File: config.mk
export PLATFORM = sky130hd
export DESIGN_NAME = csp_top
export DESIGN_NICKNAME = d
export VERILOG_FILES = /design/src/logic/csp_pkg.sv /design/src/logic/csp_regfile.sv /design/src/logic/csp_sync.sv /design/src/logic/csp_top.sv
export SDC_FILE = /design/constraint.sdc
export NUM_CORES = 1
export LEC_CHECK = 0
export BUFFER_PORTS_ARGS = -buffer_cell sky130_fd_sc_hd__buf_2
export CAP_MARGIN = 20
export CORE_MARGIN = 8
export CORE_UTILIZATION = 35
export DETAILED_ROUTE_END_ITERATION = 12
export PLACE_DENSITY = 0.54
export SETUP_SLACK_MARGIN = 0.5
export SYNTH_ARGS = -nofsm -noshare
export SYNTH_HDL_FRONTEND = slang
export SYNTH_SLANG_ARGS = --single-unit
export TNS_END_PERCENT = 100
File: constraint.sdc
create_clock -name i_ref_clk -period 2.5 [get_ports i_ref_clk]
set_input_delay 0.5 -clock i_ref_clk [delete_from_list [all_inputs] [get_ports i_ref_clk]]
set_output_delay 0.5 -clock i_ref_clk [all_outputs]
set_load 0.01 [all_outputs]
File: src/logic/csp_pkg.sv
// constants shared by the serial control port design files
// assumes a single 100 MHz clock and active-low asynchronous reset
//
// Notes on behaviour
// - squelch mode 0: pin high zeroes clock and data
// - squelch mode 1: high silences data, low clock
// - slave address 1, select pin, five zeros
// - address byte lsb 1 reads, 0 writes
// - start is data falling while clock high
// - eight bits per byte, msb first
// - ack ninth pulse on match, else idle
// - second byte is subaddress among eight registers
// - subaddress advances after each data byte, holding at the highest
// - stop anywhere returns to idle, start anywhere to address phase
// - bad subaddress: no ack, go idle
// - reads past top repeat highest register
// - lock where data/2^ratio equals ref/2^range
// - range field picks reference band, default 00
// - ratio field n gives multiple 2^n, n capped at 8
// - lost lock in reference mode forces relock
package csp_pkg;
    localparam int        NUM_REGS        = 8;
    localparam logic       ADDR_TOP_BIT    = 1'b1;
    localparam logic [4:0] ADDR_LOW_BITS   = 5'h00;
    localparam logic [2:0] SUB_STATUS      = 3'h0;
    localparam logic [2:0] SUB_REF_LOCK    = 3'h1;
    localparam logic [2:0] SUB_OUT_CFG     = 3'h2;
    localparam logic [2:0] SUB_TOP         = 3'h7;
    localparam logic [7:0] SUB_LIMIT       = 8'h08;
    localparam int        REF_LOCK_BIT    = 0;
    localparam int        REF_FINE_BIT    = 1;
    localparam int        REF_RATIO_LSB   = 2;
    localparam int        REF_RANGE_LSB   = 6;
    localparam int        OUT_SQ_MODE_BIT = 1;
    localparam logic [7:0] REF_LOCK_RESET  = 8'h00;
    localparam logic [7:0] OUT_CFG_RESET   = 8'h00;
    localparam logic [7:0] REG_RESET       = 8'h00;
    localparam logic [3:0] RATIO_MAX       = 4'h8;
    localparam logic [3:0] BIT_COUNT       = 4'h8;
endpackage

File: src/logic/csp_regfile.sv
// eight byte registers of the control port, registered read port
// assumes one write port driven from the serial engine
`timescale 1ns/1ns
`default_nettype none
module csp_regfile
    import csp_pkg::*;
#(
    parameter int DEPTH = csp_pkg::NUM_REGS
) (
    input  wire logic       i_ref_clk,
    input  wire logic       i_resetn,
    input  wire logic       i_wr_en,
    input  wire logic [2:0] i_wr_addr,
    input  wire logic [7:0] i_wr_data,
    input  wire logic [2:0] i_rd_addr,
    output var  logic [7:0] o_rd_data,
    output var  logic [7:0] o_ref_lock_ctl,
    output var  logic [7:0] o_out_cfg_ctl
);
    logic [7:0] mem_reg [DEPTH];

    always_ff @(posedge i_ref_clk or negedge i_resetn) begin
        if (!i_resetn) begin
            for (int i = 0; i < DEPTH; i++) begin
                mem_reg[i] <= REG_RESET;
            end
            mem_reg[SUB_REF_LOCK] <= REF_LOCK_RESET;
            mem_reg[SUB_OUT_CFG]  <= OUT_CFG_RESET;
            o_rd_data             <= REG_RESET;
        end else begin
            if (i_wr_en) begin
                mem_reg[i_wr_addr] <= i_wr_data;
            end
            o_rd_data <= mem_reg[i_rd_addr];
        end
    end

    assign o_ref_lock_ctl = mem_reg[SUB_REF_LOCK];
    assign o_out_cfg_ctl  = mem_reg[SUB_OUT_CFG];
endmodule
`default_nettype wire

File: src/logic/csp_sync.sv
// two-flop synchroniser for a group of asynchronous levels
// assumes each bit is an independent level; no word coherence
`timescale 1ns/1ns
`default_nettype none
module csp_sync #(
    parameter int               WIDTH     = 1,
    // idle level per bit, so no false edge follows reset
    parameter logic [WIDTH-1:0] RESET_VAL = '0
) (
    input  wire logic             i_ref_clk,
    input  wire logic             i_resetn,
    input  wire logic [WIDTH-1:0] i_async,
    output var  logic [WIDTH-1:0] o_sync
);
    logic [WIDTH-1:0] meta_reg;

    always_ff @(posedge i_ref_clk or negedge i_resetn) begin
        if (!i_resetn) begin
            meta_reg <= RESET_VAL;
            o_sync   <= RESET_VAL;
        end else begin
            meta_reg <= i_async;
            o_sync   <= meta_reg;
        end
    end
endmodule
`default_nettype wire

File: src/logic/csp_top.sv
// serial control port of a clock and data recovery receiver
// assumes bus lines, squelch, recovered signals and lock status arrive
// asynchronously and are sampled by the 100 MHz reference clock
`timescale 1ns/1ns
`default_nettype none
module csp_top
    import csp_pkg::*;
(
    input  wire logic       i_ref_clk,
    input  wire logic       i_resetn,
    input  wire logic       i_scl,
    input  wire logic       i_sda,
    output var  logic       o_sda_out,
    output var  logic       o_sda_oe,
    input  wire logic       i_address_select_pin,
    input  wire logic       i_squelch,
    input  wire logic       i_recovered_clock,
    input  wire logic       i_recovered_data,
    input  wire logic       i_lock_lost,
    output var  logic       o_recovered_clock_out,
    output var  logic       o_recovered_data_out,
    output var  logic       o_ref_lock_enable,
    output var  logic       o_fine_rate_enable,
    output var  logic [1:0] o_ref_range,
    output var  logic [8:0] o_ref_ratio_mult,
    output var  logic       o_ref_restart,
    output var  logic       o_ref_relock
);
    typedef enum logic [3:0] {
        ST_IDLE, ST_ADDR, ST_ADDR_ACK, ST_SUB, ST_SUB_ACK,
        ST_WR, ST_WR_ACK, ST_RD, ST_RD_ACK
    } csp_state_t;

    function automatic logic [2:0] sat_inc(input logic [2:0] p);
        sat_inc = (p == SUB_TOP) ? SUB_TOP : p + 3'h1;
    endfunction

    function automatic logic [8:0] pow2(input logic [3:0] n);
        logic [3:0] k;
        k = (n > RATIO_MAX) ? RATIO_MAX : n;
        pow2 = 9'h001 << k;
    endfunction

    ////////////////////////////////////////////////////////////////////
    logic [6:0] sync_out;
    logic       scl_s;
    logic       sda_s;
    logic       sel_s;
    logic       sq_s;
    logic       rclk_s;
    logic       rdat_s;
    logic       lost_s;

    // bus clock and data reset to their idle high level
    csp_sync #(.WIDTH(7), .RESET_VAL(7'h60)) u_sync (
        .i_ref_clk (i_ref_clk),
        .i_resetn  (i_resetn),
        .i_async   ({i_scl, i_sda, i_address_select_pin, i_squelch,
                     i_recovered_clock, i_recovered_data, i_lock_lost}),
        .o_sync    (sync_out)
    );
    assign {scl_s, sda_s, sel_s, sq_s, rclk_s, rdat_s, lost_s} = sync_out;

    ////////////////////////////////////////////////////////////////////
    csp_state_t state_reg, state_next;
    logic [3:0] cnt_reg, cnt_next;
    logic [7:0] shift_reg, shift_next;
    logic [2:0] ptr_reg, ptr_next;
    logic       oe_reg, oe_next;
    logic       rw_reg, rw_next;
    logic       scl_q, sda_q;
    logic       wr_en;
    logic [7:0] rf_rd_data;
    logic [7:0] rd_data;
    logic [7:0] ref_ctl;
    logic [7:0] out_cfg;
    logic [7:0] status;
    logic [6:0] my_addr;
    logic       scl_rise, scl_fall, start_c, stop_c;
    logic       byte_done;

    csp_regfile u_regs (
        .i_ref_clk      (i_ref_clk),
        .i_resetn       (i_resetn),
        .i_wr_en        (wr_en),
        .i_wr_addr      (ptr_reg),
        .i_wr_data      (shift_reg),
        .i_rd_addr      (ptr_reg),
        .o_rd_data      (rf_rd_data),
        .o_ref_lock_ctl (ref_ctl),
        .o_out_cfg_ctl  (out_cfg)
    );

    // status register is live state, not storage
    assign status  = {5'h00, o_ref_relock, lost_s, o_ref_lock_enable};
    assign rd_data = (ptr_reg == SUB_STATUS) ? status : rf_rd_data;

    assign my_addr   = {ADDR_TOP_BIT, sel_s, ADDR_LOW_BITS};
    assign scl_rise  = scl_s & ~scl_q;
    assign scl_fall  = ~scl_s & scl_q;
    assign start_c   = scl_s & scl_q & sda_q & ~sda_s;
    assign stop_c    = scl_s & scl_q & ~sda_q & sda_s;
    assign byte_done = scl_fall && (cnt_reg == BIT_COUNT);

    // bits are sampled on the rising clock edge and the line is only
    // changed after a falling edge, so setup to the master is half a bit
    always_comb begin
        state_next = state_reg;
        cnt_next   = cnt_reg;
        shift_next = shift_reg;
        ptr_next   = ptr_reg;
        oe_next    = oe_reg;
        rw_next    = rw_reg;
        wr_en      = 1'b0;
        if (stop_c) begin
            state_next = ST_IDLE;
            oe_next    = 1'b0;
        end else if (start_c) begin
            state_next = ST_ADDR;
            cnt_next   = 4'h0;
            oe_next    = 1'b0;
        end else begin
            case (state_reg)
                ST_IDLE: begin
                    oe_next = 1'b0;
                end
                ST_ADDR, ST_SUB, ST_WR: begin
                    if (scl_rise) begin
                        shift_next = {shift_reg[6:0], sda_s};
                        cnt_next   = cnt_reg + 4'h1;
                    end else if (byte_done) begin
                        cnt_next = 4'h0;
                        if (state_reg == ST_ADDR) begin
                            if (shift_reg[7:1] == my_addr) begin
                                oe_next    = 1'b1;
                                rw_next    = shift_reg[0];
                                state_next = ST_ADDR_ACK;
                            end else begin
                                state_next = ST_IDLE;
                            end
                        end else if (state_reg == ST_SUB) begin
                            if (shift_reg < SUB_LIMIT) begin
                                ptr_next   = shift_reg[2:0];
                                oe_next    = 1'b1;
                                state_next = ST_SUB_ACK;
                            end else begin
                                state_next = ST_IDLE;
                            end
                        end else begin
                            wr_en      = 1'b1;
                            oe_next    = 1'b1;
                            state_next = ST_WR_ACK;
                        end
                    end
                end
                ST_ADDR_ACK: begin
                    if (scl_fall) begin
                        cnt_next = 4'h0;
                        if (rw_reg) begin
                            shift_next = rd_data;
                            oe_next    = ~rd_data[7];
                            state_next = ST_RD;
                        end else begin
                            oe_next    = 1'b0;
                            state_next = ST_SUB;
                        end
                    end
                end
                ST_SUB_ACK: begin
                    if (scl_fall) begin
                        oe_next    = 1'b0;
                        cnt_next   = 4'h0;
                        state_next = ST_WR;
                    end
                end
                ST_WR_ACK: begin
                    if (scl_fall) begin
                        oe_next    = 1'b0;
                        cnt_next   = 4'h0;
                        ptr_next   = sat_inc(ptr_reg);
                        state_next = ST_WR;
                    end
                end
                ST_RD: begin
                    if (scl_rise) begin
                        shift_next = {shift_reg[6:0], 1'b0};
                        cnt_next   = cnt_reg + 4'h1;
                    end else if (byte_done) begin
                        oe_next    = 1'b0;
                        cnt_next   = 4'h0;
                        state_next = ST_RD_ACK;
                    end else if (scl_fall) begin
                        oe_next = ~shift_reg[7];
                    end
                end
                ST_RD_ACK: begin
                    if (scl_rise) begin
                        if (sda_s) begin
                            state_next = ST_IDLE;
                        end else begin
                            ptr_next = sat_inc(ptr_reg);
                        end
                    end else if (scl_fall) begin
                        shift_next = rd_data;
                        oe_next    = ~rd_data[7];
                        state_next = ST_RD;
                    end
                end
                default: begin
                    state_next = ST_IDLE;
                    oe_next    = 1'b0;
                end
            endcase
        end
    end

    always_ff @(posedge i_ref_clk or negedge i_resetn) begin
        if (!i_resetn) begin
            state_reg <= ST_IDLE;
            cnt_reg   <= 4'h0;
            shift_reg <= 8'h00;
            ptr_reg   <= 3'h0;
            oe_reg    <= 1'b0;
            rw_reg    <= 1'b0;
            scl_q     <= 1'b1;
            sda_q     <= 1'b1;
            o_sda_out <= 1'b0;
        end else begin
            state_reg <= state_next;
            cnt_reg   <= cnt_next;
            shift_reg <= shift_next;
            ptr_reg   <= ptr_next;
            oe_reg    <= oe_next;
            rw_reg    <= rw_next;
            scl_q     <= scl_s;
            sda_q     <= sda_s;
            o_sda_out <= 1'b0; // open drain: only ever pulls low
        end
    end
    assign o_sda_oe = oe_reg;

    ////////////////////////////////////////////////////////////////////
    logic clk_out_next, dat_out_next;
    logic lock_q;
    logic restart_next, relock_next;

    always_comb begin
        clk_out_next = rclk_s;
        dat_out_next = rdat_s;
        if (!out_cfg[OUT_SQ_MODE_BIT]) begin
            if (sq_s) begin
                clk_out_next = 1'b0;
                dat_out_next = 1'b0;
            end
        end else if (sq_s) begin
            dat_out_next = 1'b0;
        end else begin
            clk_out_next = 1'b0;
        end
        restart_next = ref_ctl[REF_LOCK_BIT] & ~lock_q;
        // relock request held while reference lock mode sees lost lock
        relock_next  = ref_ctl[REF_LOCK_BIT] & lost_s;
    end

    always_ff @(posedge i_ref_clk or negedge i_resetn) begin
        if (!i_resetn) begin
            o_recovered_clock_out <= 1'b0;
            o_recovered_data_out  <= 1'b0;
            o_ref_lock_enable     <= 1'b0;
            o_fine_rate_enable    <= 1'b0;
            o_ref_range           <= 2'b00;
            o_ref_ratio_mult      <= 9'h001;
            o_ref_restart         <= 1'b0;
            o_ref_relock          <= 1'b0;
            lock_q                <= 1'b0;
        end else begin
            o_recovered_clock_out <= clk_out_next;
            o_recovered_data_out  <= dat_out_next;
            o_ref_lock_enable     <= ref_ctl[REF_LOCK_BIT];
            // both bits set is unsupported; passed through as written
            o_fine_rate_enable    <= ref_ctl[REF_FINE_BIT];
            o_ref_range <= ref_ctl[REF_RANGE_LSB +: 2];
            o_ref_ratio_mult <= pow2(ref_ctl[REF_RATIO_LSB +: 4]);
            o_ref_restart         <= restart_next;
            o_ref_relock          <= relock_next;
            lock_q                <= ref_ctl[REF_LOCK_BIT];
        end
    end

    ////////////////////////////////////////////////////////////////////
    squelch_and_a: assert property (
        @(posedge i_ref_clk) disable iff (!i_resetn)
        (!out_cfg[OUT_SQ_MODE_BIT] && sq_s) |=>
            (!o_recovered_clock_out && !o_recovered_data_out))
        else $error("squelch mode 0 left an output active");

    squelch_or_a: assert property (
        @(posedge i_ref_clk) disable iff (!i_resetn)
        out_cfg[OUT_SQ_MODE_BIT] |=>
            ($past(sq_s) ? (!o_recovered_data_out &&
                            o_recovered_clock_out == $past(rclk_s))
                         : (!o_recovered_clock_out &&
                            o_recovered_data_out == $past(rdat_s))))
        else $error("squelch mode 1 silenced the wrong output");

    addr_ack_a: assert property (
        @(posedge i_ref_clk) disable iff (!i_resetn)
        (state_reg == ST_ADDR && byte_done && !start_c && !stop_c &&
         shift_reg[7:1] == {1'b1, sel_s, 5'h00}) |=>
            (o_sda_oe && state_reg == ST_ADDR_ACK))
        else $error("matching address was not acknowledged");

    ack_hold_a: assert property (
        @(posedge i_ref_clk) disable iff (!i_resetn)
        (state_reg == ST_ADDR_ACK && !scl_fall && !start_c && !stop_c) |=>
            (o_sda_oe && state_reg == ST_ADDR_ACK))
        else $error("address ack released before the clock fell");

    addr_nack_a: assert property (
        @(posedge i_ref_clk) disable iff (!i_resetn)
        (state_reg == ST_ADDR && byte_done && !start_c && !stop_c &&
         shift_reg[7:1] != my_addr) |=>
            (state_reg == ST_IDLE && !o_sda_oe)[*2])
        else $error("foreign address did not leave the bus");

    bad_sub_a: assert property (
        @(posedge i_ref_clk) disable iff (!i_resetn)
        (state_reg == ST_SUB && byte_done && !start_c && !stop_c &&
         shift_reg >= SUB_LIMIT) |=> (state_reg == ST_IDLE && !o_sda_oe))
        else $error("invalid subaddress was acknowledged");

    stop_idle_a: assert property (
        @(posedge i_ref_clk) disable iff (!i_resetn)
        stop_c |=> (state_reg == ST_IDLE && !o_sda_oe))
        else $error("stop did not return the port to idle");

    rd_sat_a: assert property (
        @(posedge i_ref_clk) disable iff (!i_resetn)
        (state_reg == ST_RD_ACK && scl_rise && !sda_s &&
         ptr_reg == SUB_TOP && !start_c && !stop_c) |=> ptr_reg == SUB_TOP)
        else $error("read pointer left the highest register");

    wr_inc_a: assert property (
        @(posedge i_ref_clk) disable iff (!i_resetn)
        (state_reg == ST_WR_ACK && scl_fall && ptr_reg != SUB_TOP &&
         !start_c && !stop_c) |=> ptr_reg == $past(ptr_reg) + 3'h1)
        else $error("subaddress did not advance after a byte");

    idle_release_a: assert property (
        @(posedge i_ref_clk) disable iff (!i_resetn)
        (state_reg == ST_IDLE || state_reg == ST_SUB ||
         state_reg == ST_WR) |-> !o_sda_oe || $past(state_reg) != state_reg)
        else $error("data line driven outside ack or read");

    restart_pulse_a: assert property (
        @(posedge i_ref_clk) disable iff (!i_resetn)
        $rose(ref_ctl[REF_LOCK_BIT]) |=> o_ref_restart ##1 !o_ref_restart)
        else $error("lock enable edge gave no single restart pulse");
endmodule
`default_nettype wire

==> impl_metrics.tcl <==
set metrics [dict create \
    skew_ps 13.2 \
    combPwrFrac_pct 16.8 \
    end_kind "flop" \
    track_usage_pct 14.0 \
    htree_levels 4 \
    die_h_microns 146 \
    largest_reg_flops 48 \
    switching_share_pct 28.2 \
    slew_headroom_pct 63.7 \
    overflow 0 \
    die_area_sq_um 21400 \
    slew_viol_final 0 \
    async_reset_ff_share_pct 100 \
    vias_per_cell 5.20 \
    grt_max_degree 38 \
    final_cell_mix "dfrtp_1, mux2_2, nand2_1" \
    synthFlopType "dfrtp_1" \
    period_share_pct 82.8 \
    min_period_ps 2070 \
    drtIter0Drc 224 \
    area_delta_synth_final_pct 24.4 \
    rsz0062_at_grt "true" \
    p_int_uw 4360 \
    place_area_sq_um 6450 \
    gp_congestion 0.851 \
    place_ws_ps 211 \
    fin_tns_setup_ps 0 \
    critPathSlowestCell "dfstp_2" \
    crit_chain "ha_4 -> nand4b_4 -> nor2_4 -> nand4_4 -> or3_4 -> mux2_4" \
    critical_path_depth 6 \
    syn_nets 508 \
    status "complete, no violations" \
    max_stage_delay_ps 560 \
    clk_latency_ps 420 \
    core_area_sq_um 16600 \
    layout_commonest_cell "dfrtp_1" \
    cts_buffers 17 \
    cts_hold_buf 0 \
    critPathKind "flop to flop" \
    crit_buf_inv 0 \
    chipWidth_microns 146 \
    drc 0 \
    worst_slew_pin_slew_ps 545 \
    grt_pass1_vias 4291 \
    ys_ff_latch 126 \
    whs_ps 60.2 \
    fin_ws_ps 431 \
    io_buffers 26 \
    cap_violations 0 \
    path_clk_slew_ps 60 \
    cp-start-kind "flop" \
    synth_area_sq_um 5950 \
    synth_warnings 0 \
    layout-drive-gt1-share_pct 41.0 \
    power.density_nw_per_um2 821 \
    via_count 4009 \
    diodes 0 \
    crit_required_ps 2790 \
    grt_pass1_wl_microns 23600 \
    cts_root_buf "clkbuf_16" \
    ant_nets 0 \
    clockBufferDepth 2 \
    initial_core_util_pct 35.9 \
    ir_drop_uv 534 \
    arrival_ps 2360 \
    p_leak_uw 0.00346 \
    cts.sinks 126 \
    setup_viol 0 \
    ff2ff_path_depth 6 \
    ios 28 \
    pwr-share-seq_pct 38.0 \
    synth.distinct_cells 66 \
    cts_tree "built" \
    antenna_found_initial 0 \
    wl_per_cell_microns 18.3 \
    fp-row-count 47 \
    power_uw 6080 \
    critical-path-top-delay-family "simple AND/OR/NAND/NOR gates" \
    clkPwrFrac_pct 45.2 \
    final_nets 554 \
    hold_viol 0 \
    dp_hpwl_microns 9580 \
    max_freq_mhz 483 \
    synth_edf_count 0 \
    first_pass_iters 4 \
    switchingPower_uw 1720 \
    worst-path-max-fanout 8 \
    synth_cells 492 \
    final_cell_area_sq_um 7400 \
    wirelength_microns 14100 \
    hp-class "input pin to asynchronous set/reset pin" \
    syn_avg_cell_area_sq_um 12.1 \
    synth_seq_area_share_pct 53.1 \
]
==> final timing paths <==
| check | slack (ps) | end | startpoint |
|---|---|---|---|
| max | 430 | u_regs.mem_reg[56] | scl_q |
| min | 60 | cnt_reg[0] | i_resetn |
| max reg2reg | 430 | u_regs.mem_reg[56] | scl_q |
| min reg2reg | 350 | u_sync.o_sync[2] | u_sync.meta_reg[2] |
| max in group asynchronous | 1690 | o_ref_ratio_mult[0] | i_resetn |
| min in group i_ref_clk | 180 | u_sync.meta_reg[5] | i_sda |
==> Yosys cell counts (2+ instances only) <==
| master | count | area (sq um) |
|---|---|---|
| nor3_2 | 3 | 30.0 |
| nand3b_1 | 4 | 30.0 |
| nand4_1 | 2 | 12.5 |
| a21oi_1 | 14 | 70.1 |
| buf_6 | 3 | 33.8 |
| xnor2_1 | 2 | 17.5 |
| a22oi_1 | 5 | 37.5 |
| a31oi_1 | 4 | 25.0 |
| mux2_2 | 71 | 800 |
| nand2_1 | 39 | 146 |
| buf_1 | 2 | 7.51 |
| or3_1 | 3 | 18.8 |
| buf_4 | 3 | 22.5 |
| xor2_1 | 2 | 17.5 |
| nor3_1 | 8 | 40.0 |
| nor4_1 | 3 | 18.8 |
| dfrtp_1 | 119 | 2980 |
| mux4_2 | 6 | 135 |
| o21a_1 | 3 | 22.5 |
| inv_1 | 10 | 37.5 |
| nor2b_1 | 8 | 50.1 |
| o21ai_0 | 22 | 110 |
| clkbuf_1 | 20 | 75.1 |
| dfstp_2 | 7 | 184 |
| ha_1 | 7 | 87.6 |
| mux2i_1 | 17 | 170 |
| o221ai_1 | 2 | 17.5 |
| or4b_2 | 2 | 20.0 |
| nand2b_1 | 9 | 56.3 |
| nor2_1 | 25 | 93.8 |
| nand3_1 | 9 | 45.0 |
| and2_1 | 4 | 25.0 |
| o22ai_1 | 3 | 18.8 |
| a32o_1 | 3 | 30.0 |
| buf_2 | 7 | 35.0 |
| mux2_4 | 8 | 120 |
| nand2_2 | 3 | 18.8 |
| a221oi_1 | 2 | 17.5 |
==> cell families (layout without fill, tap and decap cells) <==
logic type      count (synthesis)  after routing  synth area share [%]
compound gates                 71             71                  7.93
xor+xnor                        4              4                 0.589
fa+ha+maj                       7              7                  1.47
buf+inv                        45            104                  3.55
flops                         126            126                  53.1
mux                           102            102                  20.6
other cells                     1              1                0.0630
simple gates                  136            136                  12.7
==> layout make-up <==
cell class | instances | area [sq um]
clock buffer | 20 | 457
timing repair buffer | 62 | 449
multi-input combinational | 321 | 2810
sequential | 126 | 3170
fill | 1542 | 9180
tap | 220 | 275
inverter | 10 | 37.5
clock inverter | 12 | 209
==> power by group through the flow <==
stage                     logic [uW]  clock network (uW)  registers, uW
final                           1020                2750           2310
after global routing            1130                2890           2330
after CTS                       1010                2810           2300
after detailed placement         961                   0           2330
after global placement           955                   0           2330
after floorplan                  688                   0           2200
==> timing repair <==
item,in CTS,in global routing
pin swaps,8,8
setup endpoints to repair,81,81
resized for setup,31,26
buffers inserted,5,1
==> per-stage QoR <==
step | instances | utilization [%]
finish | 771 | 44.7
floorplan | 492 | -
CTS | 770 | 43.9
detailed placement | 733 | 38.9
global placement | 733 | 38.9
global route | 771 | 44.7
==> routing by layer <==
layer	part of all wire, %	global-route usage (%)	up-vias
li1	-	-	1848
met1	46	17.5	2047
met2	49	22.8	94
met3	3.4	3.12	20
met4	1.9	6.08	0
met5	0	0	-
Power figures use the tool's default switching activity.
